===== src/hw/pmc_defs.svh =====
`ifndef PMC_DEFS_SVH
`define PMC_DEFS_SVH

// ------------------------------------------------------------
// request encodings on the firmware mode port
// ------------------------------------------------------------
`define PMC_REQ_ACTIVE 2'h0
`define PMC_REQ_ALT 2'h1
`define PMC_REQ_SLEEP 2'h2
`define PMC_REQ_HIB 2'h3

// ------------------------------------------------------------
// wake source bit positions (sleep-capable sources)
// ------------------------------------------------------------
`define PMC_WK_COMP 0
`define PMC_WK_PIN 1
`define PMC_WK_I2C 2
`define PMC_WK_RTC 3
`define PMC_WK_TIMEWHEEL 4
`define PMC_WK_LVD 5
`define PMC_WK_NUM 6

// ------------------------------------------------------------
// timing: resume limits and clock rate
// ------------------------------------------------------------
`define PMC_CLK_MHZ 250
`define PMC_SLEEP_RESUME_US 15
`define PMC_HIB_RESUME_US 100
// longest times round down; both divide evenly here
`define PMC_SLEEP_RESUME_CYC (`PMC_SLEEP_RESUME_US * `PMC_CLK_MHZ)
`define PMC_HIB_RESUME_CYC (`PMC_HIB_RESUME_US * `PMC_CLK_MHZ)

// ------------------------------------------------------------
// subsystem template, cpu sits in bit 0
// ------------------------------------------------------------
`define PMC_SUB_NUM 8
`define PMC_SUB_CPU 0
`define PMC_BUZZ_DIV 16

// ------------------------------------------------------------
// bit positions in the registered power control word
// ------------------------------------------------------------
`define PMC_CTL_NUM 8
`define PMC_CTL_SYSCLK 7
`define PMC_CTL_LOSC 6
`define PMC_CTL_KHZ 5
`define PMC_CTL_STMR 4
`define PMC_CTL_DREG 3
`define PMC_CTL_AREG 2
`define PMC_CTL_HREG 1
`define PMC_CTL_SREG 0

`endif


===== src/hw/pmc_pkg.sv =====
package pmc_pkg;
    // global power mode, gray along active-alt-sleep-hib
    typedef enum logic [1:0] {
        PMC_ACTIVE = 2'h0,
        PMC_ALT = 2'h1,
        PMC_SLEEP = 2'h3,
        PMC_HIB = 2'h2
    } pmc_mode_e;
endpackage : pmc_pkg


===== src/hw/pmc_resume_timer.sv =====
`timescale 1ns/1ns
`include "pmc_defs.svh"

// counts down a resume interval and pulses done once at its end
module pmc_resume_timer #(
    parameter int CNT_W = 15
) (
    // clock and reset
    input wire logic ref_clk,
    input wire logic srst,
    // control
    input wire logic load,
    input wire logic [CNT_W-1:0] load_val,
    // status
    output logic busy,
    output logic done
);
    logic [CNT_W-1:0] cnt_ff, nxt_cnt;
    logic done_ff, nxt_done;

    // ----------------------------------------
    // countdown
    // ----------------------------------------
    always_comb begin
        nxt_cnt = cnt_ff;
        nxt_done = 1'b0;
        if (load) begin
            nxt_cnt = load_val;
        end else if (cnt_ff != '0) begin
            nxt_cnt = cnt_ff - CNT_W'(1);
            nxt_done = (cnt_ff == CNT_W'(1));
        end
    end

    always_ff @(posedge ref_clk) begin
        if (srst) begin
            cnt_ff <= '0;
            done_ff <= 1'b0;
        end else begin
            cnt_ff <= nxt_cnt;
            done_ff <= nxt_done;
        end
    end

    assign busy = (cnt_ff != '0);
    assign done = done_ff;
endmodule : pmc_resume_timer


===== src/hw/pmc_power_mode_controller.sv =====
`timescale 1ns/1ns
`include "pmc_defs.svh"

module pmc_power_mode_controller
    import pmc_pkg::*;
#(
    parameter int SUB_NUM = `PMC_SUB_NUM,
    parameter int SLEEP_RESUME_CYC = `PMC_SLEEP_RESUME_CYC,
    parameter int HIB_RESUME_CYC = `PMC_HIB_RESUME_CYC
) (
    // clock and reset
    input wire logic ref_clk,
    input wire logic srst,
    // firmware mode request, taken when req_done pulses
    input wire logic req_done,
    input wire logic req_valid_code,
    input wire logic [1:0] req_mode,
    // subsystem templates
    input wire logic [SUB_NUM-1:0] active_template,
    input wire logic [SUB_NUM-1:0] alt_template,
    input wire logic ext_regulation,
    // wakeup sources
    input wire logic irq_any,
    input wire logic [`PMC_WK_NUM-1:0] wake_src,
    // status and power controls
    output pmc_pkg::pmc_mode_e mode,
    output logic resuming,
    output logic [SUB_NUM-1:0] sub_enable,
    output logic cpu_enable,
    output logic sys_clk_enable,
    output logic low_speed_oscillator_enable,
    output logic khz_crystal_oscillator_enable,
    output logic sleep_timer_enable,
    output logic dig_reg_enable,
    output logic ana_reg_enable,
    output logic hib_reg_enable,
    output logic sleep_reg_enable
);
    import pmc_pkg::*;

    localparam int CNT_W = $clog2(HIB_RESUME_CYC + 1);

    // ----------------------------------------
    // pin-side wake sources, two-flop synchronised
    // ----------------------------------------
    logic [`PMC_WK_NUM-1:0] wk_s1_ff, wk_s2_ff;
    logic irq_s1_ff, irq_s2_ff;

    always_ff @(posedge ref_clk) begin
        if (srst) begin
            wk_s1_ff <= '0;
            wk_s2_ff <= '0;
            irq_s1_ff <= 1'b0;
            irq_s2_ff <= 1'b0;
        end else begin
            wk_s1_ff <= wake_src;
            wk_s2_ff <= wk_s1_ff;
            irq_s1_ff <= irq_any;
            irq_s2_ff <= irq_s1_ff;
        end
    end

    // which sources may wake the given mode
    function automatic logic wake_hit(input pmc_mode_e m, input logic [`PMC_WK_NUM-1:0] w, input logic irq);
        unique case (m)
            PMC_ACTIVE: wake_hit = irq;
            PMC_ALT: wake_hit = irq;
            PMC_SLEEP: wake_hit = |w;
            PMC_HIB: wake_hit = w[`PMC_WK_PIN];
        endcase
    endfunction : wake_hit

    // ----------------------------------------
    // mode state and cpu force
    // ----------------------------------------
    pmc_mode_e mode_ff, nxt_mode;
    logic cpu_force_ff, nxt_cpu_force;
    logic tmr_load;
    logic [CNT_W-1:0] tmr_val;
    logic tmr_busy;
    logic tmr_done;
    logic wake;

    assign wake = wake_hit(mode_ff, wk_s2_ff, irq_s2_ff);

    // mode transitions; wakeup beats a request in the same cycle
    always_comb begin
        nxt_mode = mode_ff;
        nxt_cpu_force = cpu_force_ff;
        tmr_load = 1'b0;
        tmr_val = '0;
        if (wake) begin
            if (mode_ff == PMC_SLEEP) begin
                tmr_load = 1'b1;
                tmr_val = CNT_W'(SLEEP_RESUME_CYC);
            end else if (mode_ff == PMC_HIB) begin
                tmr_load = 1'b1;
                tmr_val = CNT_W'(HIB_RESUME_CYC);
            end
            if (mode_ff != PMC_ACTIVE) begin
                nxt_mode = PMC_ACTIVE;
            end
            nxt_cpu_force = 1'b1;
        end else if (req_done && req_valid_code && !tmr_busy) begin
            unique case (req_mode)
                `PMC_REQ_ACTIVE: nxt_mode = PMC_ACTIVE;
                `PMC_REQ_ALT: nxt_mode = PMC_ALT;
                `PMC_REQ_SLEEP: nxt_mode = PMC_SLEEP;
                `PMC_REQ_HIB: nxt_mode = PMC_HIB;
            endcase
            nxt_cpu_force = 1'b0;
        end
    end

    always_ff @(posedge ref_clk) begin
        if (srst) begin
            mode_ff <= PMC_ACTIVE;
            cpu_force_ff <= 1'b1;
        end else begin
            mode_ff <= nxt_mode;
            cpu_force_ff <= nxt_cpu_force;
        end
    end

    // resume window after leaving a low-power mode
    pmc_resume_timer #(
        .CNT_W(CNT_W)
    ) u_resume (
        .ref_clk(ref_clk),
        .srst(srst),
        .load(tmr_load),
        .load_val(tmr_val),
        .busy(tmr_busy),
        .done(tmr_done)
    );

    // ----------------------------------------
    // regulator buzz divider for sleep
    // ----------------------------------------
    logic [$clog2(`PMC_BUZZ_DIV)-1:0] buzz_ff, nxt_buzz;

    // one-cycle enable pulses keep a single clock domain
    always_comb begin
        nxt_buzz = (mode_ff == PMC_SLEEP) ? buzz_ff + 1'b1 : '0;
    end

    always_ff @(posedge ref_clk) begin
        if (srst) begin
            buzz_ff <= '0;
        end else begin
            buzz_ff <= nxt_buzz;
        end
    end

    // ----------------------------------------
    // power controls, registered; sub_enable, sys_clk_enable and the dig/ana regulator enables then combine with tmr_busy
    // ----------------------------------------
    logic [SUB_NUM-1:0] sub_ff, nxt_sub;
    logic [`PMC_CTL_NUM-1:0] ctl_ff, nxt_ctl;

    always_comb begin
        nxt_sub = '0;
        nxt_ctl = '0;
        unique case (mode_ff)
            PMC_ACTIVE: begin
                nxt_sub = active_template;
                nxt_ctl = {1'b1, 1'b1, 1'b1, 1'b1, !ext_regulation, !ext_regulation, 1'b1, 1'b0};
            end
            PMC_ALT: begin
                nxt_sub = alt_template;
                nxt_ctl = {1'b1, 1'b1, 1'b1, 1'b1, !ext_regulation, !ext_regulation, 1'b1, 1'b0};
            end
            PMC_SLEEP: begin
                nxt_sub = '0;
                nxt_ctl = {1'b0, 1'b1, 1'b1, 1'b1, !ext_regulation && (buzz_ff == '0),
                           !ext_regulation && (buzz_ff == '0), 1'b1, 1'b1};
            end
            PMC_HIB: begin
                nxt_sub = '0;
                nxt_ctl = {1'b0, 1'b0, 1'b0, 1'b0, 1'b0, 1'b0, 1'b1, 1'b0};
            end
        endcase
        // cpu back on after any wakeup whatever the template
        if (cpu_force_ff && (mode_ff == PMC_ACTIVE || mode_ff == PMC_ALT)) begin
            nxt_sub[`PMC_SUB_CPU] = 1'b1;
        end
    end

    always_ff @(posedge ref_clk) begin
        if (srst) begin
            sub_ff <= '0;
            ctl_ff <= '0;
        end else begin
            sub_ff <= nxt_sub;
            ctl_ff <= nxt_ctl;
        end
    end

    // ----------------------------------------
    // outputs
    // ----------------------------------------
    assign mode = mode_ff;
    assign resuming = tmr_busy;
    assign sub_enable = tmr_busy ? '0 : sub_ff;
    assign cpu_enable = sub_enable[`PMC_SUB_CPU];
    assign sys_clk_enable = ctl_ff[`PMC_CTL_SYSCLK] && !tmr_busy;
    assign low_speed_oscillator_enable = ctl_ff[`PMC_CTL_LOSC];
    assign khz_crystal_oscillator_enable = ctl_ff[`PMC_CTL_KHZ];
    assign sleep_timer_enable = ctl_ff[`PMC_CTL_STMR];
    assign dig_reg_enable = ctl_ff[`PMC_CTL_DREG] || (tmr_busy && !ext_regulation);
    assign ana_reg_enable = ctl_ff[`PMC_CTL_AREG] || (tmr_busy && !ext_regulation);
    assign hib_reg_enable = ctl_ff[`PMC_CTL_HREG];
    assign sleep_reg_enable = ctl_ff[`PMC_CTL_SREG];

    // tmr_done marks the end of the resume window; kept for tracing
    logic unused_done;
    assign unused_done = tmr_done;
endmodule : pmc_power_mode_controller


===== config.mk =====
export PLATFORM = sky130hd
export DESIGN_NAME = pmc_power_mode_controller
export DESIGN_NICKNAME = d
export VERILOG_FILES = /design/src/hw/pmc_pkg.sv /design/src/hw/pmc_resume_timer.sv /design/src/hw/pmc_power_mode_controller.sv
export VERILOG_INCLUDE_DIRS = /design/src /design/src/hw
export SDC_FILE = /design/constraint.sdc
export NUM_CORES = 1
export LEC_CHECK = 0
export ABC_AREA = 1
export BUFFER_PORTS_ARGS = -buffer_cell sky130_fd_sc_hd__buf_2
export CELL_PAD_IN_SITES_DETAIL_PLACEMENT = 0
export CELL_PAD_IN_SITES_GLOBAL_PLACEMENT = 2
export CORE_MARGIN = 4
export CORE_UTILIZATION = 31
export CTS_BUF_LIST = sky130_fd_sc_hd__clkbuf_4
export DETAILED_ROUTE_END_ITERATION = 8
export HOLD_SLACK_MARGIN = 0.08
export PLACE_DENSITY_LB_ADDON = 0.1
export SETUP_SLACK_MARGIN = 0.2
export SYNTH_ARGS = -nofsm -noshare
export SYNTH_HDL_FRONTEND = slang
export SYNTH_HIERARCHICAL = 1
export SYNTH_SLANG_ARGS = --single-unit

===== constraint.sdc =====
create_clock -name ref_clk -period 2 [get_ports ref_clk]
set_input_delay 0.4 -clock ref_clk [delete_from_list [all_inputs] [get_ports ref_clk]]
set_output_delay 0.4 -clock ref_clk [all_outputs]
set_load 0.02 [all_outputs]

==> results.yml <==
run_status:
  status: "completed"
routing:
  vias: 2106
  drt-pass1-iter-count: 4
  via_per_inst: 4.22
  drtIter0Drc: 57
  drc: 0
  final_antenna_net_count: 0
  drt_wl_total_mm: 5.79
  post_drt_wl_per_cell_um: 11.6
final_layout:
  final_nets: 435
  final_area_sq_um: 3120
  area_delta_synth_final_pct: 29.3
  fillerInstances: 790
  drive_gt1_share_pct: 34.8
  antenna_cells: 0
global_routing:
  use_met3_pct: 2.89
  grt_max_degree: 24
  use_met2_pct: 22.3
  antenna_found_initial: 0
  grt_overflow: 0
  busiest_layer: "met2"
  grt_usage_pct: 13.5
  met1_usage_pct: 17.4
  grt_pass1_wl_mm: 9.65
  grt_pass1_vias: 2021
sta:
  fin_crit_ns: 1.94
  rsz0062_at_grt: "true"
  clock_skew_ns: 0.0114
  fmax_mhz: 516
  holdWs_ns: 0.204
  slew_viol_final: 0
  setup_violations: 0
  period_share_pct: 96.8
  hold_viol_final: 0
  worst_slack_ns: 0.0634
synth:
  synth_area_per_cell_sq_um: 7.30
  synth_area_sq_um: 2410
  yosysWarnings: 6
  syn-instance-count: 331
floorplan:
  ioPinCount: 50
  fp.dieH_um: 96.3
  dieArea_sq_um: 9270
  fp-row-count: 31
  fp.dieW_um: 96.3
  core-area_sq_um: 7410
  initial_utilization_pct: 32.6
setup_path:
  critPathKind: "reg2out"
  crit_fanout: 6
  endpoint_kind: "output port"
  cp-start-kind: "flip-flop"
  required_ns: 1.60
  critPathArrivalTime_ns: 1.54
place:
  gp_congestion: 0.763
  placed_area_sq_um: 2790
  place_ws_ns: 0.263
  hpwlAfterDp_mm: 4.10
  io_buffers: 49
clock_network:
  clockBufferDepth: 2
  cts-root-buf: "clkbuf_4"
  cts_max_level: 2
  cts.sink_count: 49
  cts_hold_buf: 0
  clk_pin_slew_ns: 0.16
  cts_tree: "yes"
  clk_latency_ns: 0.37
  cts_buffers: 5
pwr:
  powerDensity_nw_per_um2: 1620
  ir_drop_mv: 0.539
  total_power_mw: 5.04
  p_leak_nw: 1.50
flow_run:
  maxCapViolCount: 0
hold_path:
  hp-class: "in2reg"
## routing by layer
metal	wire length, um	vias to the layer above	part of all wire [%]
li1	-	1143	-
met1	2680	916	46
met2	2780	37	48
met3	229	10	4.0
met4	104	0	1.8
met5	0	-	0
## area by class of cell
cell class              count  area, sq um  share of cell area, %
clock buffers               5         37.5                   1.20
clock inverters             3         26.3                  0.842
inverters                  55          214                   6.85
multi-input cells         219         1260                   40.2
flip-flops and latches     49          998                   32.0
well taps                  99          124                   3.97
repair buffers             69          465                   14.9
## cells in the final DEF (no fill, tap or decap), types with 3 or more instances in the layout
| cell type | n |
|---|---|
| a21oi_1 | 18 |
| o21ai_0 | 6 |
| nand2_1 | 60 |
| inv_1 | 48 |
| buf_2 | 36 |
| nand3_1 | 15 |
| buf_6 | 10 |
| dfxtp_1 | 39 |
| nor2_1 | 48 |
| buf_4 | 23 |
| inv_4 | 3 |
| ha_1 | 5 |
| clkbuf_4 | 5 |
| nand2_4 | 3 |
| conb_1 | 4 |
| nand4_1 | 7 |
| nand2_2 | 10 |
| nor2_2 | 9 |
| a21oi_2 | 7 |
| nor2_4 | 7 |
| inv_2 | 4 |
| dfxtp_2 | 8 |
## power by group
part / internal, mW / switching (mW)
Clock: 0.146 / 0.354
Combinational: 1.36 / 1.82
Sequential: 1.19 / 0.178
## worst max-delay path: stages (launching register included)
cell	delay, ns
dfxtp_2	0.37
inv_4	0.06
ha_4	0.16
nand2_8	0.06
nor2_8	0.15
nand2_8	0.10
inv_4	0.07
o21bai_4	0.06
buf_6	0.13
## sequential cells by signal (all words and copies together) (netlist names), 2 cells and up
register and flops:
wk_s1_ff 6, wk_s2_ff 6, u_resume/cnt_ff 15, ctl_ff 5, sub_ff 8, mode 2, buzz_ff 4
## through the flow
stage	std cells	setup TNS (ns)	util, %
finish	499	0	42.1
global route	499	-0.208	42.1
CTS	498	0	41.7
detailed placement	474	0	37.6
global placement	474	0	37.6
floorplan	334	0	-
## path summary, 6_finish.rpt
kind | start | slack [ns] | to | depth (start not counted)
hold reg to reg | wk_s1_ff[1] | 0.41 | wk_s2_ff[1] | 2
setup / recovery | u_resume/cnt_ff[0] | 0.06 | ana_reg_enable | 8
setup reg to reg | u_resume/cnt_ff[0] | 0.29 | mode[0] | 11
hold / removal | wake_src[4] | 0.20 | wk_s1_ff[4] | 3
## timing repair
action | in CTS | in global routing
setup endpoints to repair | 13 | 18
cloned | 1 | 0
gates resized for setup | 38 | 8
pin swaps | 16 | 4
setup buffers | 15 | 1
Note: power is estimated with default switching activity, not from simulation.
